$ cat config.mk
export PLATFORM = sky130hd
export DESIGN_NAME = pfrc_top
export DESIGN_NICKNAME = d
export VERILOG_FILES = /design/src/pfrc_pkg.sv /design/src/pfrc_res_guard.sv /design/src/pfrc_top.sv
export VERILOG_INCLUDE_DIRS = /design/src /design/src/src
export SDC_FILE = /design/constraint.sdc
export NUM_CORES = 1
export LEC_CHECK = 0
export BUFFER_PORTS_ARGS = -buffer_cell sky130_fd_sc_hd__buf_2
export CAP_MARGIN = 20
export CORE_AREA = 2 2 114 116
export CTS_CLUSTER_SIZE = 10
export DETAILED_ROUTE_END_ITERATION = 8
export DIE_AREA = 0 0 116 118
export SLEW_MARGIN = 10
export SYNTH_ARGS = -nofsm -noshare
export SYNTH_HDL_FRONTEND = slang
export SYNTH_SLANG_ARGS = --single-unit
$ cat constraint.sdc
create_clock -name core_clk -period 3.3 [get_ports core_clk]
set_input_delay 0.33 -clock core_clk [delete_from_list [all_inputs] [get_ports core_clk]]
set_output_delay 0.33 -clock core_clk [all_outputs]
set_load 0.03 [all_outputs]
$ cat src/pfrc_defines.svh
// constants for the power-fail restart control block
`ifndef PFRC_DEFINES_SVH
`define PFRC_DEFINES_SVH

// resistor overheat select codes
`define PFRC_RES_OFF 2'h0
`define PFRC_RES_INT 2'h1
`define PFRC_RES_EXT 2'h2

// restart mode codes
`define PFRC_MODE_TRIP_NOW 3'h0
`define PFRC_MODE_TRIP_REC 3'h1
`define PFRC_MODE_DECEL 3'h2
`define PFRC_MODE_CONTINUE 3'h3
`define PFRC_MODE_RESUME 3'h4
`define PFRC_MODE_START 3'h5
`define PFRC_MODE_MAX 3'h5

// frequency in 0.1 Hz units; speed search window 5 to 120 Hz
`define PFRC_FREQ_W 16
`define PFRC_SEARCH_MIN 16'h0032
`define PFRC_SEARCH_MAX 16'h04B0

// braking resistor thermal model
`define PFRC_HEAT_W 16
`define PFRC_HEAT_INC_INT 16'h0004
`define PFRC_HEAT_INC_EXT 16'h0002
`define PFRC_HEAT_DEC 16'h0001
`define PFRC_HEAT_LIMIT 16'hF000
`define PFRC_HEAT_RELEASE 16'h8000
`define PFRC_ON_LIMIT_INT 16'h1000
`define PFRC_ON_LIMIT_EXT 16'h4000

`endif

$ cat src/pfrc_pkg.sv
// types for the power-fail restart control block
package pfrc_pkg;

	typedef enum logic [2:0] {
		PFRC_RUN,
		PFRC_CONT,
		PFRC_DECEL,
		PFRC_STOPPED,
		PFRC_TRIPPED,
		PFRC_SEARCH
	} pfrc_state_t;

endpackage

$ cat src/pfrc_res_guard.sv
// braking resistor overheat protection
`timescale 1ns/1ps
`default_nettype none
`include "pfrc_defines.svh"

module pfrc_res_guard (
	// clock and reset
	input wire logic core_clk,
	input wire logic rst_b,
	// configuration
	input wire logic [1:0] resistor_overheat_select,
	// braking chopper request and grant
	input wire logic brake_req,
	output logic brake_on,
	output logic res_overheat
);

	typedef struct packed {
		logic [`PFRC_HEAT_W-1:0] heat;
		logic [`PFRC_HEAT_W-1:0] on_time;
		logic hot;
	} pfrc_res_t;

	pfrc_res_t s_q;
	pfrc_res_t s_d;
	logic enabled;
	logic [`PFRC_HEAT_W-1:0] inc;
	logic [`PFRC_HEAT_W-1:0] on_limit;

	// 0 off, 1 internal resistor, 2 external resistor
	always_comb begin
		enabled = 1'b0;
		inc = `PFRC_HEAT_INC_EXT;
		on_limit = `PFRC_ON_LIMIT_EXT;
		unique case (resistor_overheat_select)
			`PFRC_RES_INT: begin
				enabled = 1'b1;
				inc = `PFRC_HEAT_INC_INT;
				on_limit = `PFRC_ON_LIMIT_INT;
			end
			`PFRC_RES_EXT: begin
				enabled = 1'b1;
			end
			default: begin
				enabled = 1'b0;
			end
		endcase
	end

	// heat integrates frequency of use, on_time tracks continuous conduction
	always_comb begin
		s_d = s_q;
		if (brake_on) begin
			s_d.heat = (s_q.heat > `PFRC_HEAT_LIMIT) ? s_q.heat : s_q.heat + inc;
			s_d.on_time = (s_q.on_time == on_limit) ? s_q.on_time : s_q.on_time + 16'h0001;
		end else begin
			s_d.heat = (s_q.heat == 16'h0000) ? s_q.heat : s_q.heat - `PFRC_HEAT_DEC;
			s_d.on_time = 16'h0000;
		end
		if (!enabled) begin
			s_d.hot = 1'b0;
		end else if (s_q.heat >= `PFRC_HEAT_LIMIT || s_q.on_time >= on_limit) begin
			s_d.hot = 1'b1;
		end else if (s_q.heat < `PFRC_HEAT_RELEASE && !brake_req) begin
			s_d.hot = 1'b0;
		end
	end

	always_ff @(posedge core_clk or negedge rst_b) begin
		if (!rst_b) begin
			s_q <= '0;
		end else begin
			s_q <= s_d;
		end
	end

	// inhibit braking while overheated
	assign brake_on = brake_req && !(enabled && s_q.hot);
	assign res_overheat = s_q.hot;

endmodule

`default_nettype wire

$ cat src/pfrc_top.sv
// power-fail restart control: undervoltage handling and restart selection
`timescale 1ns/1ps
`default_nettype none
`include "pfrc_defines.svh"

// Operation
// - resistor protection setting: 0 off, 1 internal resistor, 2 external resistor.
// - protection tracks use frequency and continuous on time, blocks braking when hot.
// - restart mode accepts 0 to 5, each a distinct behaviour.
// - mode 0 trips and cuts output at undervoltage, no restart.
// - mode 1 stops output at undervoltage, trips at recovery, no restart.
// - mode 2 decelerates at continuation level, holding link, trips at standstill.
// - mode 2 trips at once if undervoltage arrives during deceleration.
// - mode 2 keeps trip on recovery and does not restart.
// - mode 3 regenerates at continuation level, stops untripped at undervoltage.
// - mode 3 recovery while running resumes original; after stop, held frequency.
// - mode 4 stops untripped, restarts at frequency held at failure.
// - mode 5 stops untripped, restarts from starting frequency setting.
// - speed search measures coasting speed and resumes from it.
// - speed search used only for 5 to 120 Hz, else ordinary restart.
module pfrc_top (
	// clock and reset
	input wire logic core_clk,
	input wire logic rst_b,
	// configuration
	input wire logic [2:0] power_fail_restart_mode,
	input wire logic [1:0] resistor_overheat_select,
	input wire logic speed_search_select,
	input wire logic [`PFRC_FREQ_W-1:0] starting_frequency_setting,
	// supply monitor
	input wire logic undervoltage,
	input wire logic continuation_level,
	input wire logic supply_ok,
	// operation commands
	input wire logic run_cmd,
	input wire logic fault_reset,
	input wire logic [`PFRC_FREQ_W-1:0] freq_cmd,
	// motor feedback
	input wire logic [`PFRC_FREQ_W-1:0] out_freq,
	input wire logic motor_stopped,
	input wire logic speed_valid,
	input wire logic [`PFRC_FREQ_W-1:0] speed_meas,
	input wire logic brake_req,
	// power stage control
	output logic output_enable,
	output logic [`PFRC_FREQ_W-1:0] freq_target,
	output logic decel_stop,
	output logic steep_decel,
	output logic regen_hold,
	output logic search_active,
	output logic restart_pulse,
	output logic brake_on,
	// status
	output logic trip,
	output logic mode_invalid,
	output logic res_overheat
);

	// ----------------------------------------
	// state
	// ----------------------------------------
	typedef struct packed {
		pfrc_pkg::pfrc_state_t st;
		logic [`PFRC_FREQ_W-1:0] held;
		logic [`PFRC_FREQ_W-1:0] target;
		logic [2:0] mode;
		logic trip;
		logic restart;
	} pfrc_top_t;

	pfrc_top_t s_q;
	pfrc_top_t s_d;

	// ----------------------------------------
	// helpers
	// ----------------------------------------
	function automatic logic in_search_window(input logic [`PFRC_FREQ_W-1:0] f);
		in_search_window = (f >= `PFRC_SEARCH_MIN) && (f <= `PFRC_SEARCH_MAX);
	endfunction

	// mode latched while running so a change does not alter an ongoing sequence
	logic mode_ok;
	assign mode_ok = (power_fail_restart_mode <= `PFRC_MODE_MAX);

	// ----------------------------------------
	// next state
	// ----------------------------------------
	always_comb begin
		s_d = s_q;
		s_d.restart = 1'b0;
		unique case (s_q.st)
			pfrc_pkg::PFRC_RUN: begin
				s_d.target = freq_cmd;
				s_d.mode = mode_ok ? power_fail_restart_mode : `PFRC_MODE_TRIP_NOW;
				if (!run_cmd) begin
					s_d.st = pfrc_pkg::PFRC_RUN;
				end else if (s_d.mode == `PFRC_MODE_DECEL && (continuation_level || undervoltage)) begin
					s_d.held = out_freq;
					if (undervoltage) begin
						s_d.trip = 1'b1;
						s_d.st = pfrc_pkg::PFRC_TRIPPED;
					end else begin
						s_d.st = pfrc_pkg::PFRC_DECEL;
					end
				end else if (s_d.mode == `PFRC_MODE_CONTINUE && continuation_level && !undervoltage) begin
					s_d.held = out_freq;
					s_d.st = pfrc_pkg::PFRC_CONT;
				end else if (undervoltage) begin
					s_d.held = out_freq;
					if (s_d.mode == `PFRC_MODE_TRIP_NOW) begin
						s_d.trip = 1'b1;
						s_d.st = pfrc_pkg::PFRC_TRIPPED;
					end else begin
						s_d.st = pfrc_pkg::PFRC_STOPPED;
					end
				end
			end
			pfrc_pkg::PFRC_CONT: begin
				if (undervoltage) begin
					s_d.held = out_freq;
					s_d.st = pfrc_pkg::PFRC_STOPPED;
				end else if (supply_ok && !continuation_level) begin
					s_d.target = s_q.held;
					s_d.st = pfrc_pkg::PFRC_RUN;
				end
			end
			pfrc_pkg::PFRC_DECEL: begin
				if (undervoltage || motor_stopped) begin
					s_d.trip = 1'b1;
					s_d.st = pfrc_pkg::PFRC_TRIPPED;
				end
			end
			pfrc_pkg::PFRC_STOPPED: begin
				if (supply_ok && !undervoltage) begin
					unique case (s_q.mode)
						`PFRC_MODE_TRIP_REC: begin
							s_d.trip = 1'b1;
							s_d.st = pfrc_pkg::PFRC_TRIPPED;
						end
						`PFRC_MODE_START: begin
							s_d.target = starting_frequency_setting;
						end
						default: begin
							s_d.target = s_q.held;
						end
					endcase
					if (s_q.mode != `PFRC_MODE_TRIP_REC) begin
						s_d.st = speed_search_select ? pfrc_pkg::PFRC_SEARCH : pfrc_pkg::PFRC_RUN;
						s_d.restart = !speed_search_select;
					end
				end
			end
			pfrc_pkg::PFRC_SEARCH: begin
				if (undervoltage) begin
					s_d.st = pfrc_pkg::PFRC_STOPPED;
				end else if (speed_valid) begin
					if (in_search_window(speed_meas)) begin
						s_d.target = speed_meas;
					end
					s_d.restart = 1'b1;
					s_d.st = pfrc_pkg::PFRC_RUN;
				end
			end
			pfrc_pkg::PFRC_TRIPPED: begin
				// trip held through recovery until reset with undervoltage gone
				if (fault_reset && !undervoltage) begin
					s_d.trip = 1'b0;
					s_d.st = pfrc_pkg::PFRC_RUN;
				end
			end
			default: begin
				s_d.st = pfrc_pkg::PFRC_TRIPPED;
				s_d.trip = 1'b1;
			end
		endcase
	end

	// ----------------------------------------
	// state register
	// ----------------------------------------
	always_ff @(posedge core_clk or negedge rst_b) begin
		if (!rst_b) begin
			s_q.st <= pfrc_pkg::PFRC_RUN;
			s_q.held <= 16'h0000;
			s_q.target <= 16'h0000;
			s_q.mode <= 3'h0;
			s_q.trip <= 1'b0;
			s_q.restart <= 1'b0;
		end else begin
			s_q <= s_d;
		end
	end

	// ----------------------------------------
	// braking resistor protection
	// ----------------------------------------
	pfrc_res_guard u_res_guard (
		.core_clk(core_clk),
		.rst_b(rst_b),
		.resistor_overheat_select(resistor_overheat_select),
		.brake_req(brake_req),
		.brake_on(brake_on),
		.res_overheat(res_overheat)
	);

	// ----------------------------------------
	// outputs
	// ----------------------------------------
	assign output_enable = run_cmd && (s_q.st == pfrc_pkg::PFRC_RUN || s_q.st == pfrc_pkg::PFRC_CONT
		|| s_q.st == pfrc_pkg::PFRC_DECEL);
	assign freq_target = s_q.target;
	assign decel_stop = (s_q.st == pfrc_pkg::PFRC_DECEL);
	assign steep_decel = decel_stop;
	assign regen_hold = (s_q.st == pfrc_pkg::PFRC_CONT);
	assign search_active = (s_q.st == pfrc_pkg::PFRC_SEARCH);
	assign restart_pulse = s_q.restart;
	assign trip = s_q.trip;
	assign mode_invalid = !mode_ok;

endmodule

`default_nettype wire
==> reports/metrics.yaml, run 1 <==
startpoint_type: "flip-flop"
drive_gt1_share_pct: 30.3
drv_cap: 0
syn_area_um2: 4900
ant_nets: 0
arrival_ns: 2.78
yosysWarnings: 0
post_cts_resized: 0
cts-root-buf: "clkbuf_16"
drtIter0Drc: 329
status: "complete, no violations"
async_reset_ff_share_pct: 100
fin_crit_sh_pct: 77.3
ios: 106
die_y_um: 118
gp_congestion: 0.871
clk_pin_slew_ns: 0.06
rsz0062_at_grt: "no"
critPathCaptureType: "flip-flop"
cts_tree: "built"
initial_core_util_pct: 39.5
synth_edf_count: 0
yosysSeqAreaShare_pct: 37.3
critPathMaxFanout: 5
drc_errors: 0
ir_worst_vdd_v: 0.000441
synth_area_per_cell_um2: 9.53
drv_slew: 0
hold_buffers: 0
final_common_cell: "buf_2"
relSlewSlack_pct: 55.7
drt-vias-per-instance: 5.41
ctsLongestPathBuffers: 2
grt_pass1_vias: 4235
clock_sinks: 73
powerDensity_nw_per_um2: 1010
antennaDiodeCount: 0
critical_path_class: "flip-flop to flip-flop"
netlist_instances: 514
h-tree-depth: 3
wl_um: 12700
tns_ns: 0
first_pass_iters: 4
clk_latency_ns: 0.34
grt_max_degree: 74
final_cell_mix: "buf_2 (105), dfrtp_1 (73), nor2_1 (45)"
hold_viol: 0
ys.flop_type: "dfrtp_1"
hold_ws_ns: 0.0104
num_vias: 4235
leakage_nw: 2.71
fp-row-count: 41
synth_seq_cells: 73
max_freq_ghz: 0.392
dpl.cell_count: 767
die_w_um: 116
setup_slack_ns: 0.750
die-area_um2: 13700
max_slew.worst_pin.slew_ns: 0.663
clock_skew_ns: 0.00988
core_area_um2: 12400
fin_nets: 707
hpwl_um: 9450
overflow: 0
pre_cts_slack_ns: 0.427
setup_violations: 0
fin_cells: 783
post-cts-setup-buffers: 0
grt_antenna_before_repair: 0
cts_made_buffers: 9
wl_per_cell_um: 16.2
hp-class: "input pin to asynchronous set/reset pin"
grt_pass1_wl_um: 20800
area_growth_pct: 20.1
crit_required_ns: 3.52
period_minus_slack_ns: 2.55
port_buffers: 105
grt_usage_pct: 18.9
synth.distinct_cells: 57
syn-num-nets: 615
final timing paths:
check / from / endpoint / slack [ns] / depth (start not counted)
hold / removal: rst_b / freq_target[2] / 0.01 / 2
setup / recovery: u_res_guard.res_overheat / u_res_guard.s_q[25] / 0.75 / 10
max in group asynchronous: rst_b / s_q[33] / 2.96 / 2
hold reg to reg: trip / trip / 0.50 / 1
min in group core_clk: out_freq[6] / s_q[27] / 0.22 / 2
setup reg to reg: u_res_guard.res_overheat / u_res_guard.s_q[25] / 0.75 / 10
cell usage after synthesis, types with 7 or more instances:
cell type | count | area share, %
nor4_1 | 7 | 0.89
xor2_1 | 7 | 1.3
a22o_1 | 16 | 2.9
o22ai_1 | 17 | 2.2
xnor2_1 | 16 | 2.9
nand2_1 | 19 | 1.5
and3_1 | 8 | 1.0
ha_1 | 20 | 5.1
a21o_1 | 7 | 1.1
nor3_1 | 9 | 0.92
inv_1 | 20 | 1.5
nor2_1 | 45 | 3.4
mux2_4 | 10 | 3.1
o21ai_0 | 25 | 2.6
buf_4 | 17 | 2.6
dfrtp_1 | 73 | 37
mux2_2 | 37 | 8.5
mux2i_1 | 16 | 3.3
nand3_1 | 12 | 1.2
clkbuf_1 | 11 | 0.84
nor2b_1 | 9 | 1.1
a21oi_1 | 42 | 4.3
buf_2 | 8 | 0.82
final cells by class:
cell class	count	area, um^2
clock inverters	6	113
well taps	172	215
multi-input cells	381	2780
flip-flops and latches	73	1830
clock buffers	10	229
inverters	22	82.6
repair buffers	119	643
fillers	1218	6530
routing by layer:
layer / vias to the layer above / global-route usage (%) / wire length (um)
met3: 14 / 3.14 / 770
li1: 2064 / - / -
met2: 124 / 31.8 / 6050
met5: - / 0 / 0
met4: 0 / 7.07 / 210
met1: 2033 / 24.2 / 5650
critical path, cell delays in order (launching register included):
cell and delay (ns):
dfrtp_1 0.41, inv_1 0.08, o21ai_2 0.09, ha_1 0.25, fa_1 0.43, a211o_1 0.32
a21oi_1 0.19, o21ai_1 0.11, a21oi_1 0.21, xnor2_1 0.09, mux2_2 0.26
logic make-up (layout without fill, tap and decap cells):
group | count (synthesis) | count (layout) | synth area share, %
AOI/OAI and AO/OA | 141 | 141 | 18.5
xor gates and xnor gates | 23 | 23 | 4.11
buffers and inverters | 60 | 157 | 6.26
DFF | 73 | 73 | 37.3
and+or+nand+nor | 133 | 133 | 13.5
muxes | 63 | 63 | 14.8
adders and majority gates | 21 | 21 | 5.52
registers in the layout, summed over array words and instances, names as in the netlist:
| signal | flops |
|---|---|
| u_res_guard.s_q | 32 |
| s_q | 22 |
| freq_target | 16 |
| restart_pulse | 1 |
| u_res_guard.res_overheat | 1 |
| trip | 1 |
power breakdown:
group          internal (mW)  switching (mW)  leakage (nW)  total, mW
Sequential              1.28           0.320         0.897       1.60
Combinational           1.56            1.67          1.65       3.23
Clock                  0.743           0.395         0.167       1.14
Total                   3.59            2.38          2.71       5.97
metrics by stage:
stage | total power, mW | cell area [um^2] | util [%]
after floorplan | 4.22 | 4900 | -
after global placement | 4.77 | 5540 | 44.7
after detailed placement | 4.84 | 5540 | 44.7
after CTS | 6.01 | 5890 | 47.4
after global routing | 6.42 | 5890 | 47.4
final | 5.97 | 5890 | 47.4
No activity file was read; power rests on OpenSTA's default activity.
==> run 2: changes to the inputs <==
- ABC_AREA: not set -> 1
- CORE_AREA: 2 2 114 116 -> 2 2 120 122
- DIE_AREA: 0 0 116 118 -> 0 0 122 124
- clock period: 3.3 -> 2.05 ns (I/O delays scaled with it)
==> reports/metrics.yaml, run 2 <==
synth_compound_area_share_pct: 10.6
drv_cap: 0
overflow: 0
initial_core_util_pct: 39.5
die_y_um: 124
leakage_nw: 3.56
die-area_um2: 15100
synth_xor_area_share_pct: 1.29
pre_cts_slack_ns: -0.0978
cts-root-buf: "clkbuf_16"
synth_area_per_cell_um2: 6.95
syn_area_um2: 5410
synth_top_area_share_pct: 33.7
critPathMaxFanout: 5
r2r_cells: 14
async_reset_ff_share_pct: 100
hold_viol: 0
ios: 106
drv_slew: 0
synth_seq_cells: 73
gp_congestion: 0.840
final_common_cell: "nand2_1"
cts_made_buffers: 9
drc_errors: 0
met3_length_um: 623
clk_pin_slew_ns: 0.06
synth_edf_count: 0
hpwl_um: 10600
grt_antenna_before_repair: 0
antennaDiodeCount: 0
wl_per_cell_um: 12.8
fin_nets: 997
first_pass_iters: 4
topRoutingLayerUsed: "met4"
cts_tree: "built"
yosys.area.top_type: "dfrtp_1"
ctsLongestPathBuffers: 2
drtIter0Drc: 247
startpoint: "u_res_guard.res_overheat"
drive_gt1_share_pct: 24.9
ant_nets: 0
ff2ff_setup_slack_ns: 0.09
clock_skew_ns: 0.00731
ys_top_cells_by_area: "dfrtp_1 (34%), nand2_1 (18%), inv_1 (7.1%)"
grt_pass1_vias: 4987
synth_top_family_by_area: "simple AND/OR/NAND/NOR gates"
area_growth_pct: 23.9
rr_startpoint: "u_res_guard.res_overheat"
die_w_um: 122
critical_path_class: "flip-flop to flip-flop"
postPlaceCellArea_um2: 6140
fin_util_pct: 48.9
worstSetupEndpoint: "u_res_guard.s_q[32]"
grt_usage_pct: 19.2
yosysSeqAreaShare_pct: 33.7
r2r_end: "u_res_guard.s_q[32]"
relSlewSlack_pct: 42.8
clock_sinks: 73
route.met2.wl_um: 6460
powerDensity_nw_per_um2: 1500
syn-num-nets: 880
ys.flop_type: "dfrtp_1"
synthTopCellsByCount: "nand2_1 (260), inv_1 (103), dfrtp_1 (73)"
core_area_um2: 13700
grt_pass1_wl_um: 23200
hp-class: "input pin to flip-flop"
fp-row-count: 43
grt_max_degree: 38
h-tree-depth: 3
port_buffers: 105
regMostFlops: "u_res_guard.s_q"
period_minus_slack_ns: 1.96
clk_latency_ns: 0.34
yosysWarnings: 0
max_slew.worst_pin.slew_ns: 0.855
max_freq_ghz: 0.509
rsz0062_at_grt: "yes"
num_vias: 5125
ir_worst_vdd_v: 0.000784
drt-vias-per-instance: 4.74
setup_slack_ns: 0.0853
wl_um: 13800
final_cell_mix: "nand2_1 (254), buf_2 (104), inv_1 (101)"
muxShareOfSynthArea_pct: 0
wl_met1_um: 6630
final_cell_area_um2: 6710
setup_violations: 0
synth-simple-area-share_pct: 35.8
synthAdderAreaFrac_pct: 4.99
status: "complete, no violations"
netlist_instances: 779
synth.distinct_cells: 44
critPathCaptureType: "flip-flop"
yosysMostFrequentCell: "nand2_1"
arrival_ns: 2.19
p_total_mw: 10.0
crit_required_ns: 2.27
fin_crit_sh_pct: 95.8
hold_ws_ns: 0.103
largest_register_ffs: 32
startpoint_type: "flip-flop"
-- run 2: cell types whose count changed after synthesis, sizes merged, moves of 17 or more --
cell and delta:
inv +88, mux2 -47, nand2 +246, nand3 +50
nand4 +21, nor2 +21, o22ai -17
-- run 2: metal layers --
layer / GRT usage [%] / up-vias
met2: 31.6 / 108
met5: 0 / -
met3: 4.26 / 11
met4: 4.96 / 0
met1: 25.7 / 2284
li1: - / 2722
-- run 2: cell type report --
cell class | count | area [um^2]
clock inverters | 6 | 138
inverters | 108 | 405
fillers | 1413 | 7010
flip-flops and latches | 73 | 1830
multi-input cells | 561 | 3040
clock buffers | 10 | 239
well taps | 180 | 225
repair buffers | 143 | 831
-- run 2: timing repair --
action,CTS,global route
setup buffers,0,3
endpoints found under the setup margin,0,14
gates resized for setup,0,29
hold endpoints to repair,34,0
hold buffers,1,0
-- run 2: worst min-delay path by stage --
stage / from / slack, ns / depth (start not counted) / to
after floorplan: rst_b / -0.09 / 0 / freq_target[0]
after global placement: rst_b / 0.21 / 1 / s_q[21]
after detailed placement: rst_b / 0.21 / 1 / s_q[21]
after CTS: out_freq[5] / 0.09 / 3 / s_q[26]
after global routing: out_freq[5] / 0.10 / 3 / s_q[26]
final: out_freq[5] / 0.10 / 3 / s_q[26]
-- run 2: report_power, final --
part	switching (mW)	internal, mW	total (mW)	leakage, nW
clock network	0.656	1.35	2.01	0.183
registers	0.405	2.04	2.44	0.893
logic	3.38	2.21	5.60	2.48
total	4.44	5.60	10.0	3.56
-- run 2: metrics by stage --
| stage | std cells | setup TNS [ns] |
|---|---|---|
| final | 1081 | 0 |
| after global routing | 1081 | -0.202 |
| after CTS | 1078 | 0 |
| after detailed placement | 1061 | -0.633 |
| after global placement | 1061 | -0.441 |
| after floorplan | 779 | -0.952 |
-- run 2: cell families (layout without fill, tap and decap cells) --
family | after synthesis | in the layout
buf+inv | 145 | 267
fa+ha+maj | 21 | 21
simple gates | 441 | 441
flops | 73 | 73
xor+xnor | 8 | 8
compound gates | 91 | 91
-- run 2: worst max-delay path, stage by stage (launching register included) --
cell,delay (ns)
dfrtp_2,0.37
inv_2,0.04
o21ai_4,0.22
buf_6,0.21
ha_4,0.23
nand2_1,0.08
nand2_1,0.07
a21oi_1,0.15
nand2_1,0.13
nand2_1,0.11
nand2_1,0.05
nand2_1,0.05
nand2_1,0.04
nand2_1,0.05
nand2_1,0.05
